$ cat src/inc/scu_pkg.sv
package scu_pkg;
  // device register addresses on the link
  localparam logic [19:0] SCU_ADDR_STATUS = 20'hf_0100;
  localparam logic [19:0] SCU_ADDR_FLAG_CLR = 20'hf_0108;
  localparam logic [19:0] SCU_ADDR_MODE = 20'hf_0110;
  localparam logic [19:0] SCU_ADDR_COMM = 20'hf_0118;
  localparam logic [19:0] SCU_ADDR_START = 20'hf_0122;
  localparam logic [19:0] SCU_ADDR_STOP = 20'hf_0124;
  localparam logic [19:0] SCU_ADDR_DATA = 20'hf_ff10;
  // reset values
  localparam logic [15:0] SCU_COMM_RST = 16'h0087;
  localparam logic [15:0] SCU_MODE_RST = 16'h0020;
  localparam logic [15:0] SCU_DATA_RST = 16'h0000;
  // comm_setting_reg fields
  localparam int SCU_TXE = 15;
  localparam int SCU_RXE = 14;
  localparam int SCU_RSV11 = 11;
  localparam int SCU_EOC = 10;
  localparam int SCU_PTC_LO = 8;
  localparam int SCU_DIR = 7;
  localparam int SCU_RSV6 = 6;
  localparam int SCU_SLC_LO = 4;
  localparam int SCU_RSV3 = 3;
  localparam int SCU_ONE2 = 2;
  localparam int SCU_DLS_HI = 1;
  localparam int SCU_DLS_LO = 0;
  // channel_mode_reg fields
  localparam int SCU_CCS = 14;
  localparam int SCU_MD_LO = 1;
  localparam int SCU_MD_IRQ = 0;
  // data_divider_reg divider field
  localparam int SCU_DIV_LO = 9;
  // flag bits in flag_clear_reg and status
  localparam int SCU_FE = 2;
  localparam int SCU_PE = 1;
  localparam int SCU_OV = 0;
  localparam int SCU_BFF = 5;
  localparam int SCU_TSF = 6;
  localparam int SCU_SE = 7;
  // controller registers on AXI4-Lite
  localparam logic [7:0] SCU_AXI_ADDR = 8'h00;
  localparam logic [7:0] SCU_AXI_WDATA = 8'h04;
  localparam logic [7:0] SCU_AXI_GO = 8'h08;
  localparam logic [7:0] SCU_AXI_RDATA = 8'h0c;
  localparam logic [7:0] SCU_AXI_STAT = 8'h10;
  localparam int SCU_CMD_BYTE = 24;
  localparam logic [1:0] SCU_RESP_OKAY = 2'b00;
  localparam logic [1:0] SCU_RESP_SLVERR = 2'b10;
  // operation modes
  typedef enum logic [1:0] {
    SCU_MODE_CSI = 2'b00,
    SCU_MODE_UART = 2'b01,
    SCU_MODE_SIMPLE = 2'b10
  } scu_mode_type;
endpackage

$ cat src/inc/scu_link_if.sv
`timescale 1ns/1ps
interface scu_link_if (
  input logic sys_clk,
  input logic rst
);
  logic req;
  logic wr;
  logic byte_wr;
  logic [19:0] addr;
  logic [15:0] wdata;
  logic [15:0] rdata;
  logic ack;
  logic chan_enabled;
  // documented channel end
  modport dev (input req, wr, byte_wr, addr, wdata, output rdata, ack, chan_enabled);
  // controller end
  modport ctl (output req, wr, byte_wr, addr, wdata, input rdata, ack, chan_enabled);
endinterface

$ cat src/core/scu_dev.sv
// The AXI4-Lite interface to the registers was chosen for this implementation.
`timescale 1ns/1ps
module scu_dev
  import scu_pkg::*;
#(
  parameter int BUF_BITS = 9,
  parameter bit HAS_SLC_HI = 1'b1,
  parameter bit HAS_DLS_HI = 1'b1
) (
  // clock and reset
  input wire logic sys_clk,
  input wire logic rst,
  // register link
  scu_link_if.dev link,
  // serial line
  input wire logic rxd,
  input wire logic serial_clock_pin,
  output logic txd,
  output logic sck_out,
  // interrupt pulses
  output logic chan_irq,
  output logic receive_interrupt,
  output logic error_interrupt
);
  typedef enum logic [4:0] {
    SCU_IDLE = 5'b00001,
    SCU_START = 5'b00010,
    SCU_DATA = 5'b00100,
    SCU_PAR = 5'b01000,
    SCU_STOP = 5'b10000
  } scu_bit_type;
  localparam logic [8:0] BUF_MASK = (BUF_BITS == 9) ? 9'h1ff : 9'h0ff;
  logic [15:0] comm_q, mode_q, data_q, rdata_q;
  logic se_q, bff_q, fef_q, pef_q, ovf_q, ack_q;
  scu_bit_type tx_q, rx_q;
  logic [8:0] tx_sh_q, rx_sh_q;
  logic [3:0] tx_idx_q, rx_idx_q;
  logic [1:0] stop_idx_q;
  logic [6:0] tick_cnt_q;
  logic [7:0] rx_cnt_q;
  logic phase_q, sck_prev_q, rxd_prev_q, rx_perr_q;
  logic txd_q, sck_q, chan_irq_q, rcv_irq_q, err_irq_q;
  // decoded settings
  logic txe, rxe, eoc, dir, ccs, md_irq;
  logic [1:0] ptc, slc, nstop;
  logic [6:0] div;
  logic [3:0] nbits;
  logic [8:0] dmask;
  scu_mode_type md;
  logic wr_comm, wr_mode, wr_data, rd_data, wr_clr, wr_start, wr_stop;
  logic bit_tick, half, tx_load, tx_end, rx_done, rx_fe, rx_ovr;
  assign txe = comm_q[SCU_TXE];
  assign rxe = comm_q[SCU_RXE];
  assign eoc = comm_q[SCU_EOC];
  assign ptc = comm_q[SCU_PTC_LO+1:SCU_PTC_LO];
  assign dir = comm_q[SCU_DIR];
  assign slc = comm_q[SCU_SLC_LO+1:SCU_SLC_LO];
  assign div = data_q[15:SCU_DIV_LO];
  assign ccs = mode_q[SCU_CCS];
  assign md_irq = mode_q[SCU_MD_IRQ];
  assign md = scu_mode_type'(mode_q[SCU_MD_LO+1:SCU_MD_LO]);
  // link request decode
  assign wr_comm = link.req & link.wr & (link.addr == SCU_ADDR_COMM);
  assign wr_mode = link.req & link.wr & (link.addr == SCU_ADDR_MODE);
  assign wr_data = link.req & link.wr & (link.addr == SCU_ADDR_DATA);
  assign rd_data = link.req & ~link.wr & (link.addr == SCU_ADDR_DATA);
  assign wr_clr = link.req & link.wr & (link.addr == SCU_ADDR_FLAG_CLR);
  assign wr_start = link.req & link.wr & (link.addr == SCU_ADDR_START) & link.wdata[0];
  assign wr_stop = link.req & link.wr & (link.addr == SCU_ADDR_STOP) & link.wdata[0];
  // frame length and stop count
  always_comb
  begin
    unique case (comm_q[SCU_DLS_HI:SCU_DLS_LO])
      2'b01: nbits = 4'd9;
      2'b10: nbits = 4'd7;
      default: nbits = 4'd8;
    endcase
    unique case (slc)
      2'b00: nstop = 2'd0;
      2'b10: nstop = HAS_SLC_HI ? 2'd2 : 2'd1;
      default: nstop = 2'd1;
    endcase
    dmask = 9'(9'h1ff >> (4'd9 - nbits)) & BUF_MASK;
  end
  // transfer clock: internal divider or external pin edge
  assign half = (tick_cnt_q == div);
  assign bit_tick = ccs ? (serial_clock_pin & ~sck_prev_q) : (half & phase_q);
  assign tx_load = (tx_q == SCU_IDLE) & se_q & txe & bff_q;
  always_ff @(posedge sys_clk or posedge rst)
  begin
    if (rst)
    begin
      tick_cnt_q <= 7'h00;
      phase_q <= 1'b0;
      sck_prev_q <= 1'b1; // pin idles high, no false edge after reset
    end
    else
    begin
      sck_prev_q <= serial_clock_pin;
      if (tx_q == SCU_IDLE || half)
        tick_cnt_q <= 7'h00;
      else
        tick_cnt_q <= tick_cnt_q + 7'h01;
      if (tx_q == SCU_IDLE)
        phase_q <= 1'b0;
      else if (half)
        phase_q <= ~phase_q;
    end
  end
  // register file writes
  always_ff @(posedge sys_clk or posedge rst)
  begin
    if (rst)
    begin
      comm_q <= SCU_COMM_RST;
      mode_q <= SCU_MODE_RST;
      se_q <= 1'b0;
    end
    else
    begin
      if (wr_comm)
        comm_q <= HAS_DLS_HI ? link.wdata : (link.wdata | 16'h0002);
      if (wr_mode)
        mode_q <= link.wdata;
      if (wr_start)
        se_q <= 1'b1;
      else if (wr_stop)
        se_q <= 1'b0;
    end
  end
  // data buffer and divider
  always_ff @(posedge sys_clk or posedge rst)
  begin
    if (rst)
      data_q <= SCU_DATA_RST;
    else if (wr_data && se_q)
      data_q[8:0] <= link.wdata[8:0] & BUF_MASK;
    else if (wr_data && link.byte_wr)
      data_q <= {8'h00, link.wdata[7:0]};
    else if (wr_data)
      data_q <= {link.wdata[15:9], link.wdata[8:0] & BUF_MASK};
    else if (rx_done && rxe)
      data_q[8:0] <= rx_sh_q & dmask;
  end
  // buffer and error flags, set wins over clear
  assign rx_fe = ~rxd;
  assign rx_ovr = rx_done & bff_q;
  always_ff @(posedge sys_clk or posedge rst)
  begin
    if (rst)
    begin
      bff_q <= 1'b0;
      fef_q <= 1'b0;
      pef_q <= 1'b0;
      ovf_q <= 1'b0;
    end
    else
    begin
      if ((wr_data && se_q && txe) || (rx_done && rxe))
        bff_q <= 1'b1;
      else if (tx_load || rd_data || wr_stop)
        bff_q <= 1'b0;
      if (rx_done && rx_fe)
        fef_q <= 1'b1;
      else if (wr_clr && link.wdata[SCU_FE])
        fef_q <= 1'b0;
      if (rx_done && rx_perr_q)
        pef_q <= 1'b1;
      else if (wr_clr && link.wdata[SCU_PE])
        pef_q <= 1'b0;
      if ((wr_data && se_q && bff_q) || rx_ovr)
        ovf_q <= 1'b1;
      else if (wr_clr && link.wdata[SCU_OV])
        ovf_q <= 1'b0;
    end
  end
  // link reads
  always_ff @(posedge sys_clk or posedge rst)
  begin
    if (rst)
    begin
      rdata_q <= 16'h0000;
      ack_q <= 1'b0;
    end
    else
    begin
      ack_q <= link.req;
      rdata_q <= 16'h0000;
      if (link.req && !link.wr)
        unique case (link.addr)
          SCU_ADDR_COMM: rdata_q <= comm_q;
          SCU_ADDR_MODE: rdata_q <= mode_q;
          SCU_ADDR_DATA: rdata_q <= se_q ? {7'h00, data_q[8:0]} : data_q;
          SCU_ADDR_STATUS: rdata_q <= 16'({se_q, tx_q != SCU_IDLE, bff_q, 2'b00, fef_q, pef_q, ovf_q});
          default: rdata_q <= 16'h0000;
        endcase
    end
  end
  // transmitter; CSI frames carry no start bit
  assign tx_end = bit_tick & (((tx_q == SCU_STOP) && ({2'b00, stop_idx_q} + 4'd1 == {2'b00, nstop}))
    || ((tx_q == SCU_PAR) && (nstop == 2'd0))
    || ((tx_q == SCU_DATA) && (tx_idx_q == nbits - 4'd1) && (md != SCU_MODE_UART || (ptc == 2'b00 && nstop == 2'd0))));
  always_ff @(posedge sys_clk or posedge rst)
  begin
    if (rst)
    begin
      tx_q <= SCU_IDLE;
      tx_sh_q <= 9'h000;
      tx_idx_q <= 4'h0;
      stop_idx_q <= 2'd0;
    end
    else if (!se_q || tx_end)
      tx_q <= SCU_IDLE;
    else if (tx_load)
    begin
      tx_sh_q <= data_q[8:0] & dmask;
      tx_idx_q <= 4'h0;
      stop_idx_q <= 2'd0;
      tx_q <= (md == SCU_MODE_UART) ? SCU_START : SCU_DATA;
    end
    else if (bit_tick)
      unique case (tx_q)
        SCU_START: tx_q <= SCU_DATA;
        SCU_DATA:
        begin
          tx_idx_q <= tx_idx_q + 4'h1;
          if (tx_idx_q == nbits - 4'd1)
            tx_q <= (ptc != 2'b00) ? SCU_PAR : SCU_STOP;
        end
        SCU_PAR: tx_q <= SCU_STOP;
        SCU_STOP: stop_idx_q <= stop_idx_q + 2'd1;
        default: tx_q <= SCU_IDLE;
      endcase
  end
  // line outputs and interrupt pulses
  always_ff @(posedge sys_clk or posedge rst)
  begin
    if (rst)
    begin
      txd_q <= 1'b1;
      sck_q <= 1'b1;
      chan_irq_q <= 1'b0;
    end
    else
    begin
      unique case (tx_q)
        SCU_START: txd_q <= 1'b0;
        SCU_DATA: txd_q <= tx_sh_q[dir ? tx_idx_q : nbits - 4'd1 - tx_idx_q];
        SCU_PAR: txd_q <= (ptc == 2'b01) ? 1'b0 : ((ptc == 2'b11) ^ (^tx_sh_q));
        default: txd_q <= 1'b1;
      endcase
      sck_q <= (tx_q != SCU_IDLE && md == SCU_MODE_CSI && !ccs) ? phase_q : 1'b1;
      chan_irq_q <= md_irq ? tx_load : tx_end;
    end
  end
  // receiver, sampled mid-bit from a falling start edge
  assign rx_done = (rx_q == SCU_STOP) && (rx_cnt_q == 8'h00);
  always_ff @(posedge sys_clk or posedge rst)
  begin
    if (rst)
    begin
      rx_q <= SCU_IDLE;
      rx_cnt_q <= 8'h00;
      rx_sh_q <= 9'h000;
      rx_idx_q <= 4'h0;
      rx_perr_q <= 1'b0;
      rxd_prev_q <= 1'b1;
    end
    else
    begin
      rxd_prev_q <= rxd;
      if (!(se_q && rxe && md == SCU_MODE_UART))
        rx_q <= SCU_IDLE;
      else if (rx_q == SCU_IDLE)
      begin
        if (rxd_prev_q && !rxd)
        begin
          rx_q <= SCU_START;
          rx_cnt_q <= {1'b0, div};
          rx_idx_q <= 4'h0;
          rx_sh_q <= 9'h000;
          rx_perr_q <= 1'b0;
        end
      end
      else if (rx_cnt_q != 8'h00)
        rx_cnt_q <= rx_cnt_q - 8'h01;
      else
      begin
        rx_cnt_q <= {div, 1'b1};
        unique case (rx_q)
          SCU_START: rx_q <= rxd ? SCU_IDLE : SCU_DATA;
          SCU_DATA:
          begin
            rx_sh_q[dir ? rx_idx_q : nbits - 4'd1 - rx_idx_q] <= rxd;
            rx_idx_q <= rx_idx_q + 4'h1;
            if (rx_idx_q == nbits - 4'd1)
              rx_q <= (ptc != 2'b00) ? SCU_PAR : SCU_STOP;
          end
          SCU_PAR: rx_perr_q <= ptc[1] & (rxd != ((ptc == 2'b11) ^ (^(rx_sh_q & dmask))));
          SCU_STOP: rx_q <= SCU_IDLE;
          default: rx_q <= SCU_IDLE;
        endcase
        if (rx_q == SCU_PAR)
          rx_q <= SCU_STOP;
      end
    end
  end
  // receive and error interrupts
  always_ff @(posedge sys_clk or posedge rst)
  begin
    if (rst)
    begin
      rcv_irq_q <= 1'b0;
      err_irq_q <= 1'b0;
    end
    else
    begin
      err_irq_q <= rx_done & eoc & (rx_fe | rx_perr_q | rx_ovr);
      rcv_irq_q <= rx_done & ~(eoc & (rx_fe | rx_perr_q | rx_ovr));
    end
  end
  assign link.rdata = rdata_q;
  assign link.ack = ack_q;
  assign link.chan_enabled = se_q;
  assign txd = txd_q;
  assign sck_out = sck_q;
  assign chan_irq = chan_irq_q;
  assign receive_interrupt = rcv_irq_q;
  assign error_interrupt = err_irq_q;
endmodule // scu_dev

$ cat src/flat_wrapper.sv
// flat-port wrapper written by rule: the top's interface ports become plain ports
module scu_dev_flat import scu_pkg::*;
#(
  parameter int BUF_BITS = 9,
  parameter bit HAS_SLC_HI = 1'b1,
  parameter bit HAS_DLS_HI = 1'b1
)
  (sys_clk, rst, rxd, serial_clock_pin, txd, sck_out, chan_irq, receive_interrupt, error_interrupt, link_req, link_wr, link_byte_wr, link_addr, link_wdata, link_rdata, link_ack, link_chan_enabled);
  scu_link_if link_i (.sys_clk(sys_clk), .rst(rst));
  input wire logic sys_clk;
  input wire logic rst;
  input wire logic rxd;
  input wire logic serial_clock_pin;
  output logic txd;
  output logic sck_out;
  output logic chan_irq;
  output logic receive_interrupt;
  output logic error_interrupt;
  input wire logic [$bits(link_i.req)-1:0] link_req;
  input wire logic [$bits(link_i.wr)-1:0] link_wr;
  input wire logic [$bits(link_i.byte_wr)-1:0] link_byte_wr;
  input wire logic [$bits(link_i.addr)-1:0] link_addr;
  input wire logic [$bits(link_i.wdata)-1:0] link_wdata;
  output wire logic [$bits(link_i.rdata)-1:0] link_rdata;
  output wire logic [$bits(link_i.ack)-1:0] link_ack;
  output wire logic [$bits(link_i.chan_enabled)-1:0] link_chan_enabled;
  assign link_i.req = link_req;
  assign link_i.wr = link_wr;
  assign link_i.byte_wr = link_byte_wr;
  assign link_i.addr = link_addr;
  assign link_i.wdata = link_wdata;
  assign link_rdata = link_i.rdata;
  assign link_ack = link_i.ack;
  assign link_chan_enabled = link_i.chan_enabled;
  scu_dev #(.BUF_BITS(BUF_BITS), .HAS_SLC_HI(HAS_SLC_HI), .HAS_DLS_HI(HAS_DLS_HI)) u_core (.sys_clk(sys_clk), .rst(rst), .link(link_i), .rxd(rxd), .serial_clock_pin(serial_clock_pin), .txd(txd), .sck_out(sck_out), .chan_irq(chan_irq), .receive_interrupt(receive_interrupt), .error_interrupt(error_interrupt));
endmodule
$ cat config.mk
export PLATFORM = sky130hd
export DESIGN_NAME = scu_dev_flat
export DESIGN_NICKNAME = d
export VERILOG_FILES = /design/src/inc/scu_pkg.sv /design/src/inc/scu_link_if.sv /design/src/core/scu_dev.sv /design/src/flat_wrapper.sv
export SDC_FILE = /design/constraint.sdc
export NUM_CORES = 1
export LEC_CHECK = 0
export BUFFER_PORTS_ARGS = -buffer_cell sky130_fd_sc_hd__buf_4
export CAP_MARGIN = 20
export CELL_PAD_IN_SITES_DETAIL_PLACEMENT = 1
export CELL_PAD_IN_SITES_GLOBAL_PLACEMENT = 1
export CORE_ASPECT_RATIO = 1.2
export CORE_MARGIN = 5
export CORE_UTILIZATION = 47
export DETAILED_ROUTE_END_ITERATION = 8
export HOLD_SLACK_MARGIN = 0.12
export PLACE_DENSITY_LB_ADDON = 0.1
export SETUP_SLACK_MARGIN = 0.02
export SLEW_MARGIN = 20
export SYNTH_ARGS = -nofsm -noshare
export SYNTH_HDL_FRONTEND = slang
export SYNTH_SLANG_ARGS = --single-unit
$ cat constraint.sdc
create_clock -name sys_clk -period 5.2 [get_ports sys_clk]
set_input_delay 0.78 -clock sys_clk [delete_from_list [all_inputs] [get_ports sys_clk]]
set_output_delay 0.78 -clock sys_clk [all_outputs]
set_load 0.01 [all_outputs]
* Word level (Yosys, flattened, before mapping)
Cells that the tools add are included.
Storage, ports and cells: register bits 132, latch bits 0, bits in writable memories 0, memory bits (read-only) 0, output and inout port bits 23, word-level logic and storage cells 255, memories 0
Cells by class: add/subtract/negate cells 10, multiply operators 0, div/mod/pow operators 0, magnitude comparators 3, equal/unequal tests 37, shift-type cells 1, multiplexer cells 71, bitwise gates (word level) 36, reductions and logical operators 68
Operators by type and width (count):
- == test 20 bit, second input constant | 7
- case mux 16 bit (4 select lines) | 1
- two-way mux 9 bit | 7
- two-way mux 5 bit | 11
- two-way mux 16 bit | 3
- two-way mux 4 bit | 9
- nonzero test 2 bit | 13
- two-way mux 8 bit | 3
- bitwise AND 1 bit | 23
- logical AND 1 bit | 23
- two-way mux 1 bit | 22
- case mux 5 bit (4 select lines) | 1
- bitwise AND 9 bit | 2
- parity 9 bit | 2
- two-way mux 7 bit | 2
- AND reduction 3 bit | 4
- == test 5 x 1 -> 1 bit, second input constant | 2
- == test 5 x 2 -> 1 bit, second input constant | 2
- == test 5 x 3 -> 1 bit, second input constant | 2
- == test 5 x 4 -> 1 bit, second input constant | 2
- == test 5 bit, second input constant | 2
- < comparator 4 x 5 -> 1 bit, second input constant | 2
- case mux 5 bit (2 select lines) | 1
- bitwise mux 9 bit | 1
- other kinds (42) | 79

* Depth between registers and ports, before layout
Gate-level depths: netlist of run 1.
word-level depth 13, depth in mapped cells 11, gate-level depth less buffers 11

* Least setup slack after synthesis of run 1
No wires, ideal clock.
kind flip-flop to flip-flop, start register u_core.comm_q[1], end register u_core.rx_sh_q[8], arrival time 2.685 ns, required time 5.120 ns, path slack 2.435 ns, cell stages (with the launch flop) 12, buffers on the path 1, period minus slack after synthesis 2.765 ns, cell sequence dfstp_2 inv_1 ha_1 inv_1 ha_1 nor2b_1 o21a_1 or4_1 a21o_1 clkbuf_1 a211oi_1 mux2i_1
On the way: cells in the longest elaborated chain, start to end 13
Ends and longest elaborated chain:
- from (decl) | RTL line scu_dev.sv:33 | logic [15:0] comm_q, mode_q, data_q, rdata_q;
- from (signal assigned) | RTL line scu_dev.sv:122 | comm_q <= HAS_DLS_HI ? link.wdata : (link.wdata | 16'h0002);
- == test 2 bit / == test 2 x 1 -> 1 bit (equally long branches) | RTL line scu_dev.sv:73 | unique case (comm_q[SCU_DLS_HI:SCU_DLS_LO])
- case mux 4 bit (2 select lines) * | RTL line scu_dev.sv:73
- subtractor 4 x 1 -> 4 bit * | RTL line scu_dev.sv:294 | rx_sh_q[dir ? rx_idx_q : nbits - 4'd1 - rx_idx_q] <= rxd;
- subtractor 4 bit * | RTL line scu_dev.sv:294
- two-way mux 4 bit * | RTL line scu_dev.sv:294
- < comparator 4 x 5 -> 1 bit (implied by the code) / >= comparator 4 x 1 -> 1 bit (equally long branches) | RTL line scu_dev.sv:294
- logical AND 1 bit (implied by the code) | RTL line scu_dev.sv:294
- two-way mux 1 bit | RTL line scu_dev.sv:294
- demux 1 bit (select 4 bit) *
- bitwise mux 9 bit * | RTL line scu_dev.sv:294
- two-way mux 9 bit * | RTL line scu_dev.sv:290 | unique case (rx_q)
- two-way mux 9 bit * | RTL line scu_dev.sv:285 | else if (rx_cnt_q != 8'h00)
- two-way mux 9 bit * | RTL line scu_dev.sv:274 | else if (rx_q == SCU_IDLE)
- to (signal, indexed assignment) | RTL line scu_dev.sv:294
- to (decl) | RTL line scu_dev.sv:36 | logic [8:0] tx_sh_q, rx_sh_q;
Every way passes the cells marked *; elsewhere a longest branch is shown, timed or not. The select of a mux whose other input is x is not followed. A chain may end at the register's enable or synchronous reset.

* Worst setup path after layout of run 1
start register u_core.comm_q[0], end register u_core.tx_q[3]
On the way: cells in the longest elaborated chain, start to end 11
Ends and longest elaborated chain:
- == test 2 bit / == test 2 x 1 -> 1 bit (equally long branches) | RTL line scu_dev.sv:73
- case mux 4 bit (2 select lines) * | RTL line scu_dev.sv:73
- subtractor 4 x 1 -> 4 bit * | RTL line scu_dev.sv:202, scu_dev.sv:227
- == test 4 bit * | RTL line scu_dev.sv:202, scu_dev.sv:227
- logical AND 1 bit (2 in series) | RTL line scu_dev.sv:202 | || ((tx_q == SCU_DATA) && (tx_idx_q == nbits - 4'd1) && (md != SCU_MODE_UART || (ptc == 2'b00 && nstop == 2'd0 ...
- logical OR 1 bit | RTL line scu_dev.sv:202
- bitwise AND 1 bit | RTL line scu_dev.sv:200 | assign tx_end = bit_tick & (((tx_q == SCU_STOP) && ({2'b00, stop_idx_q} + 4'd1 == {2'b00, nstop}))
- logical OR 1 bit | RTL line scu_dev.sv:212 | else if (!se_q || tx_end)
- inequality test 4 x 3 -> 1 bit (no source line) (tied with other cells)
- AND reduction 3 bit (no source line)
- to (signal assigned) | RTL line scu_dev.sv:219 | tx_q <= (md == SCU_MODE_UART) ? SCU_START : SCU_DATA;
- to (signal assigned) | RTL line scu_dev.sv:228 | tx_q <= (ptc != 2'b00) ? SCU_PAR : SCU_STOP;
- to (decl) | RTL line scu_dev.sv:35 | scu_bit_type tx_q, rx_q;
Every way passes the cells marked *; elsewhere a longest branch is shown, timed or not.

==> results.yml, run 1 <==
placed_design:
  dp_hpwl_mm: 16.3
  finalWeightedCongestion: 0.866
  port-buffer-count: 65
  placement.cell_area_um2: 7840
sta:
  hold_slack_ps: 410
  timing_max_transition_violations_final: 0
  rsz0062_at_grt: "false"
  max-slew-margin-rel_pct: 33.5
  final_min_period_over_clock_period_pct: 60.4
  timing.setup.tns_ps: 0
  hold_viol_final: 0
  final_number_of_setup_violating_endpoints: 0
  fin_skew_ps: 11.7
  worstMarginPinSlew_ps: 989
  max_freq_ghz: 0.318
  final_critical_path_required_period_ps: 3140
synthesis:
  synth_ff_type: "dfrtp_1"
  yosys_warnings: 0
  syn-instance-count: 729
  synth_top_area_share_pct: 42.4
  post-synth-top-area-cell: "dfrtp_1"
  synthDistinctLibCells: 68
  syn-cell-area_um2: 7140
  synth-seq-cells: 132
  synth_seq_area_share_pct: 46.5
  post_synth.cell_area_avg_um2: 9.79
  number_of_flops_mapped_to_enable_cells_by_yosys: 0
  synthesis.nets: 789
  synthTopCellsByArea: "dfrtp_1 (42%), nand2_1 (5.8%), mux2_2 (5.5%)"
  synth-async-reset-ratio_pct: 100
global_routing:
  antenna_found_initial: 0
  number_of_global_route_vias_before_repair: 6702
  global_route.usage.total_pct: 26.6
  grt_max_degree: 49
  grt_pass1_wl_mm: 36.5
  gr-total-overflow: 0
pwr:
  swShare_pct: 21.2
  p_clk_share_pct: 53.3
  power.leakage_nw: 3.69
  power.internal_mw: 1.86
  combinationalPowerShare_pct: 3.1
  share_seq_of_total_power_pct: 43.6
  power-per-cell-area_nw_per_um2: 280
  power.switching_mw: 0.502
  worst_ir_drop_vdd_mv: 0.201
clocking:
  path_clk_slew_ps: 60
  clockBufferDepth: 2
  cts_buffers: 17
  cts.repair_timing.setup_buffer_count: 0
  post_cts_hold_buffer_count: 0
  clkLatencyLatePin_ps: 430
  clock-root-buffer: "clkbuf_16"
  cts.htree.levels: 4
  resized_gates_after_cts: 0
  cts.sink_count: 132
  cts_tree: "done"
die:
  start_util_pct: 47.7
  coreArea_um2: 15000
  floorplan.die_area_um2: 17800
  die_w_um: 123
  die_h_um: 145
  std_cell_rows: 49
  ioPinCount: 66
finish:
  synthToLayoutAreaGrowth_pct: 18.4
  num_antenna_cells: 0
  nNetsFinal: 857
  layout.core_utilization_pct: 56.5
  layout_cells_sized_above_1_pct: 21.0
  final_cell_area_um2: 8450
setup_path:
  critical_path_class: "flip-flop to flip-flop"
  worstPathArrival_ps: 3450
  startpoint_type: "flip-flop"
  crit_required_ps: 5510
  crit_path_max_fanout: 5
  worst_setup_path_end_kind: "flip-flop"
worst_hold_path:
  worstHoldPathType: "primary input to async pin"
routing:
  routed_via_density: 6.00
  average_routed_wire_per_standard_cell_um: 22.0
  vias: 6089
  first_pass_iters: 5
  routed_wl_mm: 22.3
  route.antenna.remaining_nets: 0
  post-route-drc-count: 0
  drt-initial-drc-count: 336
job:
  timing.max_cap.violations: 0
status:
  outcome: "complete, no violations"
cell families (layout without fill, tap and decap cells):
logic type	Yosys count	in the layout	share of synthesized area, %
AO/OA/AOI/OAI	140	140	12.8
XOR/XNOR	38	38	4.66
adder cells (fa/ha/maj)	17	17	3.19
buffers and inverters	50	131	2.86
flip-flops	132	132	46.5
multiplexers	54	54	8.54
AND/OR/NAND/NOR	298	298	21.4
cell usage in the layout, fill, tap and decap left out, types with 4 or more instances in the layout:
| cell type | count |
|---|---|
| dfrtp_1 | 121 |
| nand2_1 | 111 |
| buf_4 | 71 |
| nor2_1 | 51 |
| o21ai_0 | 43 |
| mux2_2 | 35 |
| a21oi_1 | 31 |
| xnor2_1 | 29 |
| inv_1 | 27 |
| nand3_1 | 24 |
| nor2b_1 | 20 |
| nand4_1 | 19 |
| mux2i_1 | 17 |
| clkbuf_16 | 17 |
| a222oi_1 | 16 |
| ha_1 | 15 |
| a31oi_1 | 11 |
| dfstp_2 | 11 |
| nor3_1 | 10 |
| xor2_1 | 9 |
| or3_1 | 8 |
| nor4_1 | 8 |
| or4_1 | 5 |
| o21ai_1 | 5 |
| nand2b_1 | 5 |
| a22o_1 | 5 |
| nor4_2 | 4 |
| nor2_2 | 4 |
| o21a_1 | 4 |
| o31ai_1 | 4 |
| clkbuf_8 | 4 |
critical path, stage by stage, from the launching register on:
cell and delay, ps:
dfstp_2 550, ha_1 250, inv_1 120, ha_1 380
nand3_1 160, a2111oi_0 710, nor3_1 140, o211ai_2 330
mux2_2 380
registers in the layout (all words and copies together), names as in the netlist, 2 cells and up:
register / cells
u_core.comm_q: 16
u_core.rx_idx_q: 4
u_core.rx_q: 5
u_core.tick_cnt_q: 7
u_core.stop_idx_q: 2
u_core.tx_sh_q: 9
u_core.mode_q: 16
u_core.tx_q: 5
u_core.tx_idx_q: 4
u_core.link.rdata: 16
u_core.data_q: 16
u_core.rx_sh_q: 9
u_core.rx_cnt_q: 8
layout make-up:
| class | instances | area [µm²] |
|---|---|---|
| clock inverter | 8 | 121 |
| clock buffer | 24 | 492 |
| sequential | 132 | 3320 |
| multi-input combinational | 547 | 3620 |
| tap | 204 | 255 |
| fill | 1716 | 6510 |
| timing repair buffer | 71 | 533 |
| inverter | 28 | 108 |
power groups by stage:
| stage | Sequential, mW | Combinational [mW] | Clock (mW) |
|---|---|---|---|
| 3_5_place_dp | 1.05 | 0.0741 | 0 |
| 4_1_cts | 1.03 | 0.0745 | 1.28 |
| 6_report | 1.03 | 0.0731 | 1.26 |
| 2_1_floorplan | 1.05 | 0.0258 | 0 |
| 3_3_place_gp | 1.05 | 0.0717 | 0 |
| 5_1_grt | 1.03 | 0.0820 | 1.33 |
through the flow:
step / setup slack, ps / power, mW / std cells
after floorplan: 912 / 1.07 / 729
after detailed placement: 1780 / 1.12 / 982
after global routing: 1790 / 2.44 / 1014
after CTS: 2050 / 2.38 / 1014
final: 2060 / 2.36 / 1014
after global placement: 1900 / 1.12 / 982
synthesized netlist by cell type (5+ instances only):
library cell  number
o21ai_1            5
a21oi_1           31
or4_1              5
nor4_1             9
a222oi_1          16
buf_2              7
nor2b_1           20
xnor2_1           29
nand3_1           24
dfrtp_1          121
ha_1              15
o21ai_0           43
inv_1             28
nand2b_1           5
dfstp_2           11
mux2i_1           17
or3_1              8
mux2_2            35
nor2_1            51
nand4_1           19
nor3_1            10
a31oi_1           11
a22o_1             5
clkbuf_1          13
xor2_1             9
nand2_1          111
metal layers:
metal  track usage, %  up-vias  wire length [µm]
met2             45.0      170             11700
li1                 -     2765                 -
met4             11.9        0               782
met3             4.83       54               833
met5                0        -                 0
met1             32.8     3100              9000
worst paths after layout:
kind	startpoint	end	slack [ps]	cells after the start
max	u_core.comm_q[0]	u_core.tx_q[3]	2060	8
min	rst	u_core.comm_q[11]	410	2
max reg2reg	u_core.comm_q[0]	u_core.tx_q[3]	2060	8
min reg2reg	u_core.comm_q[6]	u_core.comm_q[6]	510	1
max in group asynchronous	rst	u_core.stop_idx_q[1]	3740	3
min in group sys_clk	serial_clock_pin	u_core.sck_prev_q	470	1
No activity file was read; power rests on OpenSTA's default activity.
==> run 2: changes to the inputs <==
Clock period 5.2 ns to 3.01 ns, I/O delays scaled along.
==> results.yml, run 2 (synthesized netlist as in run 1, its figures left out) <==
clocking:
  path_clk_slew_ps: 60
  cts_tree: "done"
  cts.htree.levels: 4
  clockBufferDepth: 2
  cts.sink_count: 132
  cts_buffers: 17
  clock-root-buffer: "clkbuf_16"
  clkLatencyLatePin_ps: 420
global_routing:
  global_route.usage.total_pct: 26.7
  grt_max_degree: 133
  number_of_global_route_vias_before_repair: 6888
  gr-total-overflow: 0
  antenna_found_initial: 0
  grt_pass1_wl_mm: 37.1
setup_path:
  critical-path-top-cell-by-count: "ha_1"
  critical_path_class: "flip-flop to flip-flop"
  crit_chain: "inv_1, ha_1, inv_2, ha_1, nor2b_1, o21a_1, or4_1, a21o_2, a211oi_2, mux2i_1"
  critical_path.max_stage_delay_ps: 550
  critPathSlowestCell: "dfstp_2"
  startpoint_type: "flip-flop"
  worst_setup_path_end_kind: "flip-flop"
  worstPathArrival_ps: 3180
  ff2ff_setup_slack_ps: 160
  timing.reg2reg.worst_path_depth: 10
  r2r_start: "u_core.comm_q[1]"
  regToRegEndpoint: "u_core.rx_sh_q[8]"
  crit_path_max_fanout: 9
  crit_required_ps: 3350
routing:
  average_routed_wire_per_standard_cell_um: 21.9
  first_pass_iters: 6
  drt-initial-drc-count: 384
  post-route-drc-count: 0
  vias: 6193
  routed_wl_mm: 22.7
  route.antenna.remaining_nets: 0
  routed_via_density: 6.00
pwr:
  worst_ir_drop_vdd_mv: 0.361
  power-per-cell-area_nw_per_um2: 464
  power.leakage_nw: 3.78
finish:
  num_antenna_cells: 0
  synthToLayoutAreaGrowth_pct: 20.4
  final-instance-count-excl-fill: 1033
  nNetsFinal: 877
  layout.cells.most_common: "dfrtp_1"
  layout.core_utilization_pct: 57.5
  layout.cells.most_common_list: "dfrtp_1 (121), nand2_1 (111), buf_4 (90), nor2_1 (51), o21ai_0 (43)"
  layout_cells_sized_above_1_pct: 23.4
worst_hold_path:
  whs_path_depth: 1
  hold_path_end: "u_core.sck_prev_q"
  worstHoldPathType: "primary input to flip-flop"
  worst_hold_launch: "serial_clock_pin"
sta:
  rsz0062_at_grt: "false"
  max-slew-margin-rel_pct: 30.8
  worstMarginPinSlew_ps: 1030
  timing.setup.tns_ps: 0
  max_freq_ghz: 0.351
  fin_skew_ps: 7.90
  final_critical_path_required_period_ps: 2850
  hold_slack_ps: 166
  timing_max_transition_violations_final: 0
  final_min_period_over_clock_period_pct: 94.5
  hold_viol_final: 0
  final_number_of_setup_violating_endpoints: 0
die:
  floorplan.die_area_um2: 17800
  die_h_um: 145
  die_w_um: 123
  coreArea_um2: 15000
  std_cell_rows: 49
  ioPinCount: 66
  start_util_pct: 47.7
placed_design:
  dp_hpwl_mm: 16.6
  dp_cells: 1002
  port-buffer-count: 65
  finalWeightedCongestion: 0.847
status:
  outcome: "complete, no violations"
job:
  timing.max_cap.violations: 0
run 2: changes by cell type in the layout (fill, tap and decap cells not counted), sizes merged:
cell | previous run | this run
clkinvlp | 1 | 2
clkinv | 3 | 7
clkbuf | 24 | 20
buf | 71 | 91
inv | 29 | 27
run 2: worst max path at each step:
stage / from / to / cells after the start
3_5_place_dp: u_core.comm_q[1] / u_core.rx_sh_q[8] / 10
5_1_grt: u_core.comm_q[1] / u_core.rx_sh_q[8] / 10
3_3_place_gp: u_core.comm_q[1] / u_core.rx_sh_q[8] / 10
2_1_floorplan: u_core.comm_q[1] / u_core.rx_sh_q[8] / 11
4_1_cts: u_core.comm_q[1] / u_core.rx_sh_q[8] / 10
6_report: u_core.comm_q[1] / u_core.rx_sh_q[8] / 10
run 2: layout make-up:
cell class	instances	area, µm²
fillers	1705	6360
multi-input cells	547	3630
flip-flops and latches	132	3320
repair buffers	91	696
clock buffers	20	447
well taps	204	255
clock inverters	11	136
inverters	28	109
run 2: critical path, delay by kind of cell (launching register included):
kind                       cells  cell delay (ps)
adders and majority gates      2              500
AOI/OAI and AO/OA              3              730
muxes                          1              200
buffers and inverters          2              190
and+or+nand+nor                2              590
DFF                            1              550
run 2: what timing repair did:
| item | in CTS | in global routing |
|---|---|---|
| gates resized for setup | 0 | 4 |
| hold buffers | 0 | 0 |
| buffers inserted | 0 | 0 |
| setup endpoints to repair | 0 | 3 |
run 2: stage by stage:
stage	instance area [µm²]	setup WS (ps)	total power, mW
floorplan	7140	245	1.86
global placement	8000	230	1.94
detailed placement	8000	130	1.94
CTS	8580	103	4.03
global route	8590	33.5	4.11
finish	8590	165	3.99
run 2: layer usage:
metal	vias to the layer above	wire length (µm)	share of wire [%]	GRT usage, %
met5	-	0	0	0
met4	0	779	3.4	11.3
met3	46	904	4.0	4.75
met2	169	12000	53	46.8
met1	3174	8950	40	31.9
li1	2804	-	-	-
run 2: report_power, final:
group / internal (mW) / total (mW) / switching [mW] / leakage (nW)
Combinational: 0.0488 / 0.128 / 0.0790 / 1.77
Sequential: 1.78 / 1.78 / 0.00107 / 1.72
Clock: 1.31 / 2.08 / 0.770 / 0.289
Total: 3.14 / 3.99 / 0.850 / 3.78
